`src/inc/iobm_pkg.sv`:
```
// constants for the control-bus and general-pin multiplexer
// assumes one clock, registers written over a plain internal byte port
// Function
// all 28 control-bus lines carry either the memory set or the converter/FIFO set, per config.
// memory role drives lines 0-15 as address, 16 as write strobe low, 17 as read strobe low.
// memory role drives lines 18-21 as four active-low partition chip selects.
// memory role drives 22 test, 23 tx ready, 24 rx ready and samples 25 bus request, 26, 27.
// converter role drives 0-7 as converter address, 8 chip select low, 9 read/convert low.
// converter role drives 10 as DAC write strobe low and 11-13 as DAC address.
// in converter role lines 22 and 23 come from outside as ready and trigger, sampled only.
// FIFO role drives 14 tx packet-end ack, 15 rx parity, 16-17 rx packet-end marks.
// FIFO role lines 18-21 are read, write, empty, full, direction set by data flow.
// in FIFO role lines 24-25 tx packet-end marks, 26 rx ack and 27 tx parity come from outside.
// general pins follow the general-pin data register unless their pair's select bit is set.
// first uart control bit 7 maps pin 0 to its rts output and pin 1 to its cts input.
// interface config bit 6 maps pins 2 and 3 to external interrupt request inputs 0 and 1.
// interface config bit 7 maps pin 4 to second uart transmit and pin 5 to its receive.
// second uart control bit 7 maps pin 6 to its rts output and pin 7 to its cts input.
// select bits choose the alternate when one, reset to zero; the role is a stored field.
package iobm_pkg;
    localparam logic [7:0] INTERFACE_CONFIG_OFS = 8'h01;
    localparam logic [7:0] FIRST_UART_CONTROL_OFS = 8'h59;
    localparam logic [7:0] GENERAL_PIN_DATA_OFS = 8'h63;
    localparam logic [7:0] GENERAL_PIN_DIR_OFS = 8'h64;
    localparam logic [7:0] SECOND_UART_CONTROL_OFS = 8'h72;
    localparam logic [7:0] REG_RESET = 8'h00;
    // interface_config and uart control fields
    localparam int CFG_ROLE_BIT = 0;
    localparam int CFG_FIFO_TX_BIT = 1;
    localparam int CFG_IRQ_SEL_BIT = 6;
    localparam int CFG_UART2_SEL_BIT = 7;
    localparam int UART_RTS_SEL_BIT = 7;
    // control-bus pin state after reset: memory role, strobes and selects high
    localparam logic [27:0] BUS_OUT_RESET = 28'h03F0000;
    localparam logic [27:0] BUS_OE_MEMORY = 28'h1FFFFFF;
    localparam logic [27:0] BUS_OE_CONVERTER = 28'h003FFFF;
    // pin synchronisers reset to the pull-up level of an idle pin
    localparam logic [27:0] BUS_IN_IDLE = 28'hFFFFFFF;
    localparam logic [7:0] GP_IN_IDLE = 8'hFF;
    localparam logic [3:0] FIFO_OE_TX = 4'h1;
    localparam logic [3:0] FIFO_OE_RX = 4'h2;
endpackage

```
`src/logic/iobm_pin_mux.sv`:
```
// control-bus role multiplexer and general-pin alternate-function mux
// assumes pin inputs are asynchronous; user-side signals share ref_clk_i
`timescale 1ns/1ps
module iobm_pin_mux (
    input wire logic ref_clk_i,
    input wire logic rst_i,
    input wire logic reg_wr_i,
    input wire logic [7:0] reg_addr_i,
    input wire logic [7:0] reg_wdata_i,
    output logic [7:0] reg_rdata_o,
    input wire logic [27:0] control_bus_line_i,
    output logic [27:0] control_bus_line_o,
    output logic [27:0] control_bus_line_oe_o,
    input wire logic [7:0] gp_pin_i,
    output logic [7:0] gp_pin_o,
    output logic [7:0] gp_pin_oe_o,
    input wire logic [15:0] mem_addr_i,
    input wire logic mem_write_n_i,
    input wire logic mem_read_n_i,
    input wire logic [3:0] memory_chip_select_n_i,
    input wire logic mem_test_i,
    input wire logic memory_transmit_ready_i,
    input wire logic memory_receive_ready_i,
    output logic mem_bus_request_n_o,
    output logic memory_start_transmit_o,
    output logic memory_start_receive_o,
    input wire logic [7:0] conv_addr_i,
    input wire logic conv_cs_n_i,
    input wire logic conv_read_convert_n_i,
    input wire logic dac_write_n_i,
    input wire logic [2:0] dac_address_bit_i,
    output logic conv_ready_o,
    output logic converter_trigger_in_o,
    input wire logic tx_end_packet_ack_i,
    input wire logic rx_parity_out_i,
    input wire logic [1:0] rx_end_packet_mark_i,
    input wire logic fifo_read_strobe_n_i,
    input wire logic queue_write_strobe_n_i,
    output logic fifo_empty_n_o,
    output logic fifo_full_n_o,
    output logic [1:0] tx_end_packet_mark_o,
    output logic rx_end_packet_ack_o,
    output logic tx_parity_in_o,
    input wire logic first_serial_rts_n_i,
    output logic first_serial_cts_n_o,
    output logic external_irq0_n_o,
    output logic external_irq1_n_o,
    input wire logic second_serial_tx_i,
    output logic second_serial_rx_o,
    input wire logic second_serial_rts_n_i,
    output logic second_serial_cts_n_o
);
    typedef struct packed {
        logic [7:0] cfg;
        logic [7:0] uart1;
        logic [7:0] uart2;
        logic [7:0] gdata;
        logic [7:0] gdir;
        logic [7:0] rdata;
        logic [27:0] bus_o;
        logic [27:0] bus_oe;
        logic [7:0] gp_o;
        logic [7:0] gp_oe;
        logic [27:0] bus_s1;
        logic [27:0] bus_s2;
        logic [7:0] gp_s1;
        logic [7:0] gp_s2;
        logic breq_n;
        logic st_tx;
        logic st_rx;
        logic c_rdy;
        logic c_trig;
        logic f_empty_n;
        logic f_full_n;
        logic [1:0] tx_eop;
        logic rx_ack;
        logic tx_par;
        logic cts1_n;
        logic irq0_n;
        logic irq1_n;
        logic rx2;
        logic cts2_n;
    } iobm_state_t;

    iobm_state_t st_ff;
    iobm_state_t nxt_st;

    // unmapped offsets read as zero
    function automatic logic [7:0] iobm_read(input logic [7:0] a, input iobm_state_t s);
        case (a)
            iobm_pkg::INTERFACE_CONFIG_OFS: iobm_read = s.cfg;
            iobm_pkg::FIRST_UART_CONTROL_OFS: iobm_read = s.uart1;
            iobm_pkg::GENERAL_PIN_DATA_OFS: iobm_read = s.gp_s2;
            iobm_pkg::GENERAL_PIN_DIR_OFS: iobm_read = s.gdir;
            iobm_pkg::SECOND_UART_CONTROL_OFS: iobm_read = s.uart2;
            default: iobm_read = 8'h00;
        endcase
    endfunction

    logic conv_role;
    logic fifo_tx;
    logic sel01;
    logic sel23;
    logic sel45;
    logic sel67;
    assign conv_role = st_ff.cfg[iobm_pkg::CFG_ROLE_BIT];
    assign fifo_tx = st_ff.cfg[iobm_pkg::CFG_FIFO_TX_BIT];
    assign sel01 = st_ff.uart1[iobm_pkg::UART_RTS_SEL_BIT];
    assign sel23 = st_ff.cfg[iobm_pkg::CFG_IRQ_SEL_BIT];
    assign sel45 = st_ff.cfg[iobm_pkg::CFG_UART2_SEL_BIT];
    assign sel67 = st_ff.uart2[iobm_pkg::UART_RTS_SEL_BIT];

    always_comb begin
        nxt_st = st_ff;
        if (reg_wr_i) begin
            case (reg_addr_i)
                iobm_pkg::INTERFACE_CONFIG_OFS: nxt_st.cfg = reg_wdata_i;
                iobm_pkg::FIRST_UART_CONTROL_OFS: nxt_st.uart1 = reg_wdata_i;
                iobm_pkg::GENERAL_PIN_DATA_OFS: nxt_st.gdata = reg_wdata_i;
                iobm_pkg::GENERAL_PIN_DIR_OFS: nxt_st.gdir = reg_wdata_i;
                iobm_pkg::SECOND_UART_CONTROL_OFS: nxt_st.uart2 = reg_wdata_i;
                default: nxt_st.cfg = st_ff.cfg;
            endcase
        end
        nxt_st.rdata = iobm_read(reg_addr_i, st_ff);
        nxt_st.bus_s1 = control_bus_line_i;
        nxt_st.bus_s2 = st_ff.bus_s1;
        nxt_st.gp_s1 = gp_pin_i;
        nxt_st.gp_s2 = st_ff.gp_s1;
        // sampled inputs read as inactive outside their role
        nxt_st.breq_n = 1'b1;
        nxt_st.st_tx = 1'b0;
        nxt_st.st_rx = 1'b0;
        nxt_st.c_rdy = 1'b0;
        nxt_st.c_trig = 1'b0;
        nxt_st.f_empty_n = 1'b1;
        nxt_st.f_full_n = 1'b1;
        nxt_st.tx_eop = 2'h0;
        nxt_st.rx_ack = 1'b0;
        nxt_st.tx_par = 1'b0;
        if (!conv_role) begin
            nxt_st.bus_o = {3'h0, memory_receive_ready_i, memory_transmit_ready_i,
                mem_test_i, memory_chip_select_n_i,
                mem_read_n_i, mem_write_n_i, mem_addr_i};
            nxt_st.bus_oe = iobm_pkg::BUS_OE_MEMORY;
            nxt_st.breq_n = st_ff.bus_s2[25];
            nxt_st.st_tx = st_ff.bus_s2[26];
            nxt_st.st_rx = st_ff.bus_s2[27];
        end else begin
            nxt_st.bus_o = {8'h00, queue_write_strobe_n_i, fifo_read_strobe_n_i,
                rx_end_packet_mark_i, rx_parity_out_i, tx_end_packet_ack_i,
                dac_address_bit_i, dac_write_n_i,
                conv_read_convert_n_i, conv_cs_n_i, conv_addr_i};
            // lines 18-21: device drives the strobe of its own flow direction only
            nxt_st.bus_oe = iobm_pkg::BUS_OE_CONVERTER;
            nxt_st.bus_oe[21:18] = fifo_tx ? iobm_pkg::FIFO_OE_TX : iobm_pkg::FIFO_OE_RX;
            nxt_st.c_rdy = st_ff.bus_s2[22];
            nxt_st.c_trig = st_ff.bus_s2[23];
            nxt_st.f_empty_n = fifo_tx ? st_ff.bus_s2[20] : 1'b1;
            nxt_st.f_full_n = fifo_tx ? 1'b1 : st_ff.bus_s2[21];
            nxt_st.tx_eop = st_ff.bus_s2[25:24];
            nxt_st.rx_ack = st_ff.bus_s2[26];
            nxt_st.tx_par = st_ff.bus_s2[27];
        end
        nxt_st.gp_o = st_ff.gdata;
        nxt_st.gp_oe = st_ff.gdir;
        if (sel01) begin
            nxt_st.gp_o[0] = first_serial_rts_n_i;
            nxt_st.gp_oe[1:0] = 2'h1;
        end
        if (sel23) begin
            nxt_st.gp_oe[3:2] = 2'h0;
        end
        if (sel45) begin
            nxt_st.gp_o[4] = second_serial_tx_i;
            nxt_st.gp_oe[5:4] = 2'h1;
        end
        if (sel67) begin
            nxt_st.gp_o[6] = second_serial_rts_n_i;
            nxt_st.gp_oe[7:6] = 2'h1;
        end
        nxt_st.cts1_n = sel01 ? st_ff.gp_s2[1] : 1'b1;
        nxt_st.irq0_n = sel23 ? st_ff.gp_s2[2] : 1'b1;
        nxt_st.irq1_n = sel23 ? st_ff.gp_s2[3] : 1'b1;
        nxt_st.rx2 = sel45 ? st_ff.gp_s2[5] : 1'b1;
        nxt_st.cts2_n = sel67 ? st_ff.gp_s2[7] : 1'b1;
    end

    always_ff @(posedge ref_clk_i or posedge rst_i) begin
        if (rst_i) begin
            st_ff <= '0;
            st_ff.bus_o <= iobm_pkg::BUS_OUT_RESET;
            st_ff.bus_oe <= iobm_pkg::BUS_OE_MEMORY;
            st_ff.breq_n <= 1'b1;
            st_ff.f_empty_n <= 1'b1;
            st_ff.f_full_n <= 1'b1;
            st_ff.cts1_n <= 1'b1;
            st_ff.irq0_n <= 1'b1;
            st_ff.irq1_n <= 1'b1;
            st_ff.rx2 <= 1'b1;
            st_ff.cts2_n <= 1'b1;
            // zero here would fake a bus request for two cycles after reset
            st_ff.bus_s1 <= iobm_pkg::BUS_IN_IDLE;
            st_ff.bus_s2 <= iobm_pkg::BUS_IN_IDLE;
            st_ff.gp_s1 <= iobm_pkg::GP_IN_IDLE;
            st_ff.gp_s2 <= iobm_pkg::GP_IN_IDLE;
        end else begin
            st_ff <= nxt_st;
        end
    end

    assign reg_rdata_o = st_ff.rdata;
    assign control_bus_line_o = st_ff.bus_o;
    assign control_bus_line_oe_o = st_ff.bus_oe;
    assign gp_pin_o = st_ff.gp_o;
    assign gp_pin_oe_o = st_ff.gp_oe;
    assign mem_bus_request_n_o = st_ff.breq_n;
    assign memory_start_transmit_o = st_ff.st_tx;
    assign memory_start_receive_o = st_ff.st_rx;
    assign conv_ready_o = st_ff.c_rdy;
    assign converter_trigger_in_o = st_ff.c_trig;
    assign fifo_empty_n_o = st_ff.f_empty_n;
    assign fifo_full_n_o = st_ff.f_full_n;
    assign tx_end_packet_mark_o = st_ff.tx_eop;
    assign rx_end_packet_ack_o = st_ff.rx_ack;
    assign tx_parity_in_o = st_ff.tx_par;
    assign first_serial_cts_n_o = st_ff.cts1_n;
    assign external_irq0_n_o = st_ff.irq0_n;
    assign external_irq1_n_o = st_ff.irq1_n;
    assign second_serial_rx_o = st_ff.rx2;
    assign second_serial_cts_n_o = st_ff.cts2_n;
endmodule

```
`config.mk`:
```
export PLATFORM = sky130hd
export DESIGN_NAME = iobm_pin_mux
export DESIGN_NICKNAME = d
export VERILOG_FILES = /design/src/inc/iobm_pkg.sv /design/src/logic/iobm_pin_mux.sv
export SDC_FILE = /design/constraint.sdc
export NUM_CORES = 1
export LEC_CHECK = 0
export ABC_AREA = 1
export BUFFER_PORTS_ARGS = -buffer_cell sky130_fd_sc_hd__buf_4
export CORE_MARGIN = 5
export CORE_UTILIZATION = 50
export DETAILED_ROUTE_END_ITERATION = 6
export PLACE_DENSITY = 0.8
export SKIP_LAST_GASP = 1
export SYNTH_ARGS = -nofsm -noshare
export SYNTH_HDL_FRONTEND = slang
export SYNTH_SLANG_ARGS = --single-unit
```
`constraint.sdc`:
```
create_clock -name ref_clk_i -period 5.1 [get_ports ref_clk_i]
set_clock_uncertainty 0.15 [all_clocks]
set_input_delay 0.51 -clock ref_clk_i [delete_from_list [all_inputs] [get_ports ref_clk_i]]
set_output_delay 0.51 -clock ref_clk_i [all_outputs]
set_load 0.1 [all_outputs]
```
==> results of run 1 <==
-- Yosys cell counts (all sizes together) --
master	count
nand3	28
nand2	188
or2	4
clkbuf	3
nor2	43
dfrtp	91
dfstp	49
nor3	1
inv	55
buf	91
conb	2
o21ai	41
-- per-stage QoR --
| step | power [mW] | instances |
|---|---|---|
| 2_1_floorplan | 1.74 | 618 |
| 3_3_place_gp | 1.82 | 823 |
| 3_5_place_dp | 1.83 | 823 |
| 4_1_cts | 3.07 | 855 |
| 5_1_grt | 3.15 | 855 |
| 6_report | 3.04 | 855 |
-- power groups by stage --
stage | Clock [mW] | Combinational [mW] | Sequential, mW
4_1_cts | 1.26 | 0.593 | 1.22
2_1_floorplan | 0 | 0.461 | 1.28
3_5_place_dp | 0 | 0.592 | 1.24
6_report | 1.23 | 0.590 | 1.22
5_1_grt | 1.31 | 0.618 | 1.23
3_3_place_gp | 0 | 0.584 | 1.24
-- kinds of logic (layout without fill, tap and decap cells) --
logic type | count (synthesis) | after routing | share of synthesized area
compound gates | 41 | 41 | 0.0364
simple gates | 264 | 264 | 0.200
flops | 140 | 140 | 0.609
buf+inv | 149 | 243 | 0.153
other cells | 2 | 24 | 0.00128
-- path summary, 6_finish.rpt --
check                                        from                           endpoint  cells past startpoint  slack, ps
min in group asynchronous                   rst_i  tx_end_packet_mark_o[1]$_DFF_PP0_                      2        130
hold / removal             control_bus_line_i[22]               nxt_st[54]$_DFF_PP1_                      1         50
setup / recovery                    reg_addr_i[7]             st_ff[180]$_DFFE_PP0P_                      8       3080
max in group asynchronous                   rst_i   control_bus_line_o[19]$_DFF_PP1_                      3       3600
setup reg to reg            conv_role$_DFFE_PP0P_    control_bus_line_o[7]$_DFF_PP0_                      3       3750
hold reg to reg              nxt_st[52]$_DFF_PP1_                st_ff[52]$_DFF_PP1_                      0        200
-- cells in the final DEF (no fill, tap or decap) --
master / n
sky130_fd_sc_hd__bufinv_16: 3
sky130_fd_sc_hd__nor2_8: 2
sky130_fd_sc_hd__dfrtp_1: 91
sky130_fd_sc_hd__nand3_1: 27
sky130_fd_sc_hd__or2_2: 4
sky130_fd_sc_hd__buf_4: 156
sky130_fd_sc_hd__inv_6: 3
sky130_fd_sc_hd__clkinv_2: 4
sky130_fd_sc_hd__conb_1: 24
sky130_fd_sc_hd__inv_2: 5
sky130_fd_sc_hd__clkbuf_16: 17
sky130_fd_sc_hd__nand2_2: 4
sky130_fd_sc_hd__o21ai_1: 1
sky130_fd_sc_hd__o21ai_0: 38
sky130_fd_sc_hd__nor2_2: 3
sky130_fd_sc_hd__nor2_1: 31
sky130_fd_sc_hd__o21ai_2: 2
sky130_fd_sc_hd__nor2_4: 7
sky130_fd_sc_hd__nand3_2: 1
sky130_fd_sc_hd__clkinvlp_4: 2
sky130_fd_sc_hd__clkinv_4: 3
sky130_fd_sc_hd__dfstp_2: 49
sky130_fd_sc_hd__nor3_2: 1
sky130_fd_sc_hd__inv_1: 49
sky130_fd_sc_hd__nand2_1: 181
sky130_fd_sc_hd__nand2_4: 3
sky130_fd_sc_hd__clkbuf_1: 1
-- state kept, by name, summed over array words and instances, names as in the netlist, 2 cells and up --
name and cells:
nxt_st 21, reg_rdata_o 8, control_bus_line_oe_o 3, gp_pin_o 8
gp_pin_oe_o 8, st_ff 45, tx_end_packet_mark_o 2, control_bus_line_o 25
-- final cells by class --
| class | count | area, um2 |
|---|---|---|
| clock buffers | 18 | 429 |
| clock inverters | 14 | 169 |
| fillers | 889 | 4270 |
| inverters | 55 | 211 |
| multi-input cells | 329 | 1480 |
| flip-flops and latches | 140 | 3560 |
| well taps | 143 | 179 |
| repair buffers | 156 | 1170 |
-- routing by layer --
layer	global-route usage	vias to the layer above	wire length, um
met5	0	-	0
met4	0.0889	0	329
met2	0.329	190	6900
li1	-	1927	-
met1	0.214	1899	4650
met3	0.0649	31	1030
-- worst register-to-register path, delay by kind of cell (launching register included) --
kind	cells	cell delay, ps
DFF	1	370
buffers and inverters	1	520
and+or+nand+nor	2	240
==> results.md, run 1 <==
- The proportion of layout cells with a drive suffix above 1 is 0.378.
- The area after detailed placement is 6600 um2.
- The detailed router finished its first iteration with 517 violations.
- The number of I/O pins is 199.
- The sequential-to-total area share from yosys stat is 0.609.
- The largest stage delay on the critical path is 550 ps.
- The worst hold path belongs to the class primary input to flop.
- In this run the cell area of the synthesized design comes to 5850 um2.
- The total congestion overflow is 0.
- The fraction of power consumed by the clock network is 0.405.
- The critical-path cell with the highest stage delay is sky130_fd_sc_hd__nor2_2.
- The arrival time at the worst endpoint is 2190 ps.
- The category of the worst setup path launch point is a primary input.
- The part of the total power dissipated in sequential elements is 0.402.
- The most common cell type on the critical path is sky130_fd_sc_hd__nand2_1.
- The worst vdd rail ir drop is 332 uV.
- The transition at the pin with the smallest max-transition slack is 908 ps.
- The clock-pin slew reported for the worst setup and hold paths after clock tree synthesis is 60 ps.
- The die is 118 um tall.
- The synthesized instance count is 596.
- In this run the remaining antenna-violating nets after routing total 0.
- The number of diodes added for antenna fixing is 0.
- Clock latency on the worst-skew pair, taken at its later pin, is 420 ps.
- The time the worst path needs with I/O delays and setup is 2020 ps.
- The number of hold buffers added after CTS was 0.
- Ranked by total cell area, the synthesized netlist is headed by sky130_fd_sc_hd__dfrtp_1 (39%), sky130_fd_sc_hd__dfstp_2 (22%), sky130_fd_sc_hd__nand2_1 (12%), sky130_fd_sc_hd__buf_4 (11%), sky130_fd_sc_hd__o21ai_0 (3.3%).
- Cell internal power was estimated by the tool at 2.08 mW.
- The tightest hold margin is 48.8 ps.
- TritonCTS created 17 clock buffers.
- The post-CTS setup buffer count is 0.
- The number of max-cap violations is 0.
- The number of global-route vias before repair is 4231.
- Setup repair after global routing left no endpoint under its margin.
- In the final design database the tool counted 802 nets.
- The synthesis-to-finish area growth is 23.1%.
- Dividing the detail-routed via count by the number of cells gives 4.73.
- The hold violation total from the final report is 0.
- The cell family contributing the most delay on the critical path is simple AND/OR/NAND/NOR gates.
- Derived from the worst setup path, the maximum achievable clock frequency is 496 MHz.
- The number of antenna violations at the first check in global routing came to 0.
- TritonCTS built the clock tree.
- Each instance of the synthesized netlist takes up on average 9.81 um2.
- The worst slew margin relative to its limit is 0.394.
- The count of different cell masters after synthesis is 24.
- The maximum count of clock buffers along a single path is 2.
- The post-cts resize count is 0.
- The flow ran to the end, and the final reports show no timing, DRC or antenna violations.
- The final cell utilization of the core is 0.628.
- Of the total power, the share spent switching nets is 0.317.
- The cell taking the most area after synthesis is sky130_fd_sc_hd__dfrtp_1.
- For this run, the number of Yosys warnings is 0.
- The final count of negative-setup-slack endpoints is 0.
- The first global-routing pass estimated 21000 um of wire.
- The cell at the root of the clock tree is sky130_fd_sc_hd__clkbuf_16.
- The detailed-route DRC error count is 0.
- The horizontal extent of the die is 118 um.
- The maximum number of pins on one net before global-route repair is 105.
- In this run the power spent charging and discharging nets is 0.964 mW.
- The static leakage power is 3.86 nW.
- The endpoint required time on the critical path is 5270 ps.
- The final route contains 4047 vias.
- After synthesis the netlist holds a flip-flop and latch count of 140.
- The worst setup slack before clock tree synthesis is 2780 ps.
- Of all nets on the critical path, the largest fanout is 11.
- For this block, the routed nets add up to 12900 um of wire.
- Power spread over the standard cell area amounts to 423 nW/um2.
- The initial utilization of the core area, before any placement, comes to 0.510.
- Summed over all nets, the half-perimeter wirelength after detailed placement is 9180 um.
- The total negative slack for setup checks is 0 ps.
- The critical path in this run is classified as primary input to flop.
- The share of Yosys cell area claimed by the top area cell type is 0.389.
- The first detailed-routing pass ran for 5 iterations.
- The total global-route track usage is 0.191.
- The routability congestion estimate from global placement is 0.870.
- The signal on the critical path passes through buf_4 -> inv_2 -> nand2_2 -> nor2_4 -> nand2_1 -> nor2_2 -> nand2_1 -> o21ai_0.
- Port buffering added 154 buffers.
- The max-slew violation count is 0.
- Dividing the final minimum period by the clock period gives 0.396.
- The buffer and inverter count on the worst path is 2.
- The share of total power dissipated in combinational logic is 0.194.
- The die footprint is 14000 um2.
- The final design area excluding fillers is 7200 um2.
- STA classifies the critical path endpoint as a flop.
- For this design, the sink count on the clock tree is 140.
- The average wire length per cell after detail routing is 15.1 um.
- The post-layout worst setup margin is 3080 ps.
- CTS built an H-tree with a depth of 4.
- The core area is 11500 um2.
- The standard-cell row count is 39.
(Power assumes the default switching activity.)
==> run 2: changes to the inputs <==
- ABC_AREA: 1 -> 0
- clock period: 5.1 -> 1.9 ns (I/O delays scaled with it)
==> run 2 against run 1 <==
Critical path depth decreased by 5. Sequential share of layout area down 4.3 points. Worst hold slack improved by 13 ps. Synthesized cell count fell by 32%. Count of clock-buffer cells in the layout up 4. Utilization up 7.0 points. Via count shrank 9.9%. Worst setup slack got worse by 3000 ps. Sequential cell count stayed put. Synthesized area is 2.2% lower. Routed wire length fell by 0.56%. Clock power rose to 2.5 times the previous value. Critical endpoint is now control_bus_line_o[0]$_DFF_PP0_. Largest cell class unchanged. Largest power group is now registers. Highest routed layer unchanged.
==> results.md, run 2 <==
- STA classifies the critical path startpoint as a flop.
- The total negative slack for setup checks was 0 ps (unchanged).
- The average wire length per cell after detail routing is 17.2 um (+14%).
- The number of diodes added for antenna fixing came to 0 (unchanged).
- The arrival time at the worst endpoint came to 1960 ps (-230 ps).
- The total standard cell area after synthesis came to 5720 um2 (-2.2%).
- The worst vdd rail ir drop is 825 uV (+150%).
- The worst slew margin relative to its limit is 0.588 (+0.195).
- The core area is 11300 um2 (-1.3%).
- The fraction of met2 tracks used by global routing was 0.342 (+0.0126).
- The cell at the root of the clock tree is sky130_fd_sc_hd__clkbuf_16.
- The global-route layer with the greatest usage is met2.
- The die footprint is 13700 um2 (-2.0%).
- The worst reg2reg path depth came to 3 (unchanged).
- The total global-route track usage came to 0.194 (+0.00256).
- The maximum number of pins on one net before global-route repair is 53 (-50%).
- The synthesized instance count was 404 (-32%).
- The wire length of the first global-routing pass was 19800 um (-5.9%).
- The endpoint required time on the critical path came to 2040 ps (-3230 ps).
- The post-CTS setup buffer count was 0 (unchanged).
- The maximum count of clock buffers along a single path is 2 (unchanged).
- The routability congestion estimate from global placement was 0.868 (-0.22%).
- The final count of negative-setup-slack endpoints was 0 (unchanged).
- The sink count of the clock tree came to 140 (unchanged).
- The first-pass iteration count of the detailed router is 4 (-1).
- The area after detailed placement is 6570 um2 (-0.44%).
- The start of the worst register-to-register path is conv_role$_DFFE_PP0P_.
- The power per cell area came to 967 nW/um2 (+130%).
- The hold violation total from the final report is 0 (unchanged).
- The synthesized area per cell came to 14.2 um2 (+44%).
- Leaving out fill and tap cells, the most frequent cell in the layout is sky130_fd_sc_hd__buf_4.
- The cell with the most instances after synthesis is sky130_fd_sc_hd__dfrtp_1.
- The clock-pin slew reported for the worst setup and hold paths after clock tree synthesis was 60 ps (about the same).
- The sequential-to-total area share from yosys stat is 0.623 (+0.0139).
- The path with the worst hold slack has its endpoint at reg_rdata_o[3]$_DFF_PP0_.
- The total wirelength of the detailed-routed design is 12800 um (-0.56%).
- The share of the clock period used by the worst path is 0.961.
- The TritonCTS clock tree is built.
- The initial cell density of the core was 0.505 (-0.00490).
- The dominant register cell in the synthesized netlist is sky130_fd_sc_hd__dfrtp_1.
- The met1 track utilization from global routing is 0.224 (+0.0106).
- The share of flip-flops with an asynchronous set or reset is 1.00 (unchanged).
- The post-detailed-placement half-perimeter wirelength is 8380 um (-8.7%).
- The worst reg-to-reg setup slack is 70 ps (-3680 ps).
- The final design area excluding fillers is 7900 um2 (+9.7%).
- The standard-cell row count is 39 (unchanged).
- The flip-flop count of the largest register, all copies and words added is 45 (unchanged).
- The met3 usage is 0.0478 (-0.0171).
- The number of I/O pins is 199 (unchanged).
- From synthesis to final layout, the design area changed by 38.0%.
- The number of synthesized register bits is 140 (unchanged).
- The number of global-route vias before repair is 3843 (-9.2%).
- The kind of end point of the critical path is a flop.
- The number of DRC markers after the initial detailed-route iteration came to 182 (-65%).
- Subtracting the final worst setup slack from the clock period gives 1830 ps.
- The average via count per standard cell was 4.89 (+3.4%).
- The count of different cell masters after synthesis is 30 (+25%).
- The proportion of layout cells with a drive suffix above 1 is 0.540 (+0.162).
- The setup path with the least slack is of type flop to flop.
- Sorting the synthesized cells by area gives the leading types as sky130_fd_sc_hd__dfrtp_1 (40%), sky130_fd_sc_hd__dfstp_2 (23%), sky130_fd_sc_hd__mux2_2 (12%), sky130_fd_sc_hd__buf_4 (11%), sky130_fd_sc_hd__nand4_1 (2.0%).
- The number of levels the H-tree was split into is 4 (unchanged).
- In this run the most critical hold path is launched from reg_addr_i[5].
- The detailed-route DRC error count is 0 (unchanged).
- The number of antenna violations at the first check in global routing came to 0 (unchanged).
- The share of Yosys cell area claimed by the top area cell type came to 0.398 (+0.00886).
- The number of max-cap violations came to 0 (unchanged).
- The count of cells along the worst hold path was 4 (+3).
- The maximum fanout along the worst path is 19 (+8).
- The yosys synthesis warning count is 0 (unchanged).
- The TritonCTS buffer count is 17 (unchanged).
- The clock latency at the later pin of the worst-skew pair is 410 ps (about the same).
- The library cells used most frequently in the layout, excluding fill and tap cells, are sky130_fd_sc_hd__buf_4 (166), sky130_fd_sc_hd__dfrtp_1 (90), sky130_fd_sc_hd__dlygate4sd3_1 (73), sky130_fd_sc_hd__mux2_2 (63), sky130_fd_sc_hd__dfstp_2 (49).
- The endpoint identified for the worst register-to-register timing path is control_bus_line_o[0]$_DFF_PP0_.
- The highest clock rate is 548 MHz.
- The number of synthesized flops with an enable pin is 0 (unchanged).
- The commonest cells after synthesis are sky130_fd_sc_hd__dfrtp_1 (91), sky130_fd_sc_hd__buf_4 (82), sky130_fd_sc_hd__mux2_2 (63).
- In this run the worst hold path is classified as primary input to flop.
- The run finished with clean final reports.
- The total via count after detailed routing is 3645 (-9.9%).
- The residual antenna-violating net count after detailed routing was 0 (unchanged).
- The total congestion overflow was 0 (unchanged).
- The transition at the pin with the smallest max-transition slack was 617 ps (-291 ps).
- Setup repair after global routing left no endpoint under its margin.
- The cell taking the most area after synthesis is sky130_fd_sc_hd__dfrtp_1.
- The quantity of I/O buffers inserted on ports is 154 (unchanged).
- The horizontal extent of the die was 117 um (-1.0%).
- The max-slew violation count is 0 (unchanged).
- The layout net count is 692 (-14%).
- The tightest hold margin is 62.1 ps (+13.3 ps).
- The register name with the most flops is st_ff.
- The static leakage power came to 3.85 nW (-0.28%).
- The height of the die was 117 um (-1.0%).
## run 2: changes by cell type after synthesis, moves of 7 or more
cell	previous run	this run
sky130_fd_sc_hd__nor2_1	31	1
sky130_fd_sc_hd__nand2_1	181	2
sky130_fd_sc_hd__o211ai_1	0	11
sky130_fd_sc_hd__nor2b_1	0	13
sky130_fd_sc_hd__nand4_1	0	18
sky130_fd_sc_hd__inv_1	50	2
sky130_fd_sc_hd__nand3_1	27	5
sky130_fd_sc_hd__and3b_1	0	11
sky130_fd_sc_hd__o21ai_0	38	0
sky130_fd_sc_hd__clkbuf_1	3	10
sky130_fd_sc_hd__nor2_4	7	0
sky130_fd_sc_hd__mux2_2	0	63
## run 2: report_power, final
part           switching, mW  internal (mW)
sequential            0.0601           3.16
clock                   1.19           1.90
combinational          0.929          0.402
## run 2: worst max path at each step
stage / startpoint / cells after the start / slack [ps] / endpoint
3_5_place_dp: reg_addr_i[1] / 4 / 130 / st_ff[195]$_DFFE_PP0P_
6_report: conv_role$_DFFE_PP0P_ / 3 / 70 / control_bus_line_o[0]$_DFF_PP0_
5_1_grt: conv_role$_DFFE_PP0P_ / 3 / 30 / control_bus_line_o[1]$_DFF_PP0_
3_3_place_gp: reg_addr_i[4] / 4 / 170 / st_ff[189]$_DFFE_PP0P_
4_1_cts: conv_role$_DFFE_PP0P_ / 3 / 50 / control_bus_line_o[0]$_DFF_PP0_
2_1_floorplan: rst_i / 1 / -150 / control_bus_line_o[0]$_DFF_PP0_
## run 2: metal layers
layer  wire length, um  up-vias  share of wire
met3              1090       21          0.085
li1                  -     1666              -
met1              4720     1811           0.37
met5                 0        -              0
met2              6780      147           0.53
met4               239        0          0.019
## run 2: stage by stage
| stage | setup WS (ps) | util | instances | power [mW] |
|---|---|---|---|---|
| global route | 29.6 | 0.697 | 745 | 7.94 |
| global placement | 174 | 0.581 | 639 | 4.45 |
| CTS | 45.6 | 0.695 | 744 | 7.72 |
| detailed placement | 132 | 0.581 | 639 | 4.47 |
| finish | 73.9 | 0.697 | 745 | 7.63 |
| floorplan | -149 | - | 426 | 4.25 |
## run 2: area by class of cell
class                   count  area, um2
multi-input cells         187       1550
clock buffers              22        474
inverters                   2       11.3
fillers                   753       3430
clock inverters            10       91.3
repair buffers            241       2020
flip-flops and latches    140       3570
well taps                 143        179
## run 2: repair_timing
action | 4_1_cts | 5_1_grt
endpoints found under the setup margin | 0 | 1
hold endpoints to repair | 175 | 0
hold buffers | 73 | 0
resized for setup | 0 | 1
## run 2: worst max-delay path, cell delays in order (launching register included)
cell	delay [ps]
sky130_fd_sc_hd__dfrtp_2	430
sky130_fd_sc_hd__buf_12	180
sky130_fd_sc_hd__mux2_2	360
sky130_fd_sc_hd__dlygate4sd3_1	570
## run 2: logic make-up (layout without fill, tap and decap cells)
group	after synthesis	after routing	synth area share
other	2	24	0.00131
multiplexers	63	63	0.124
flip-flops	140	140	0.623
AND/OR/NAND/NOR	86	86	0.113
buffers and inverters	99	275	0.120
AO/OA/AOI/OAI	14	14	0.0184
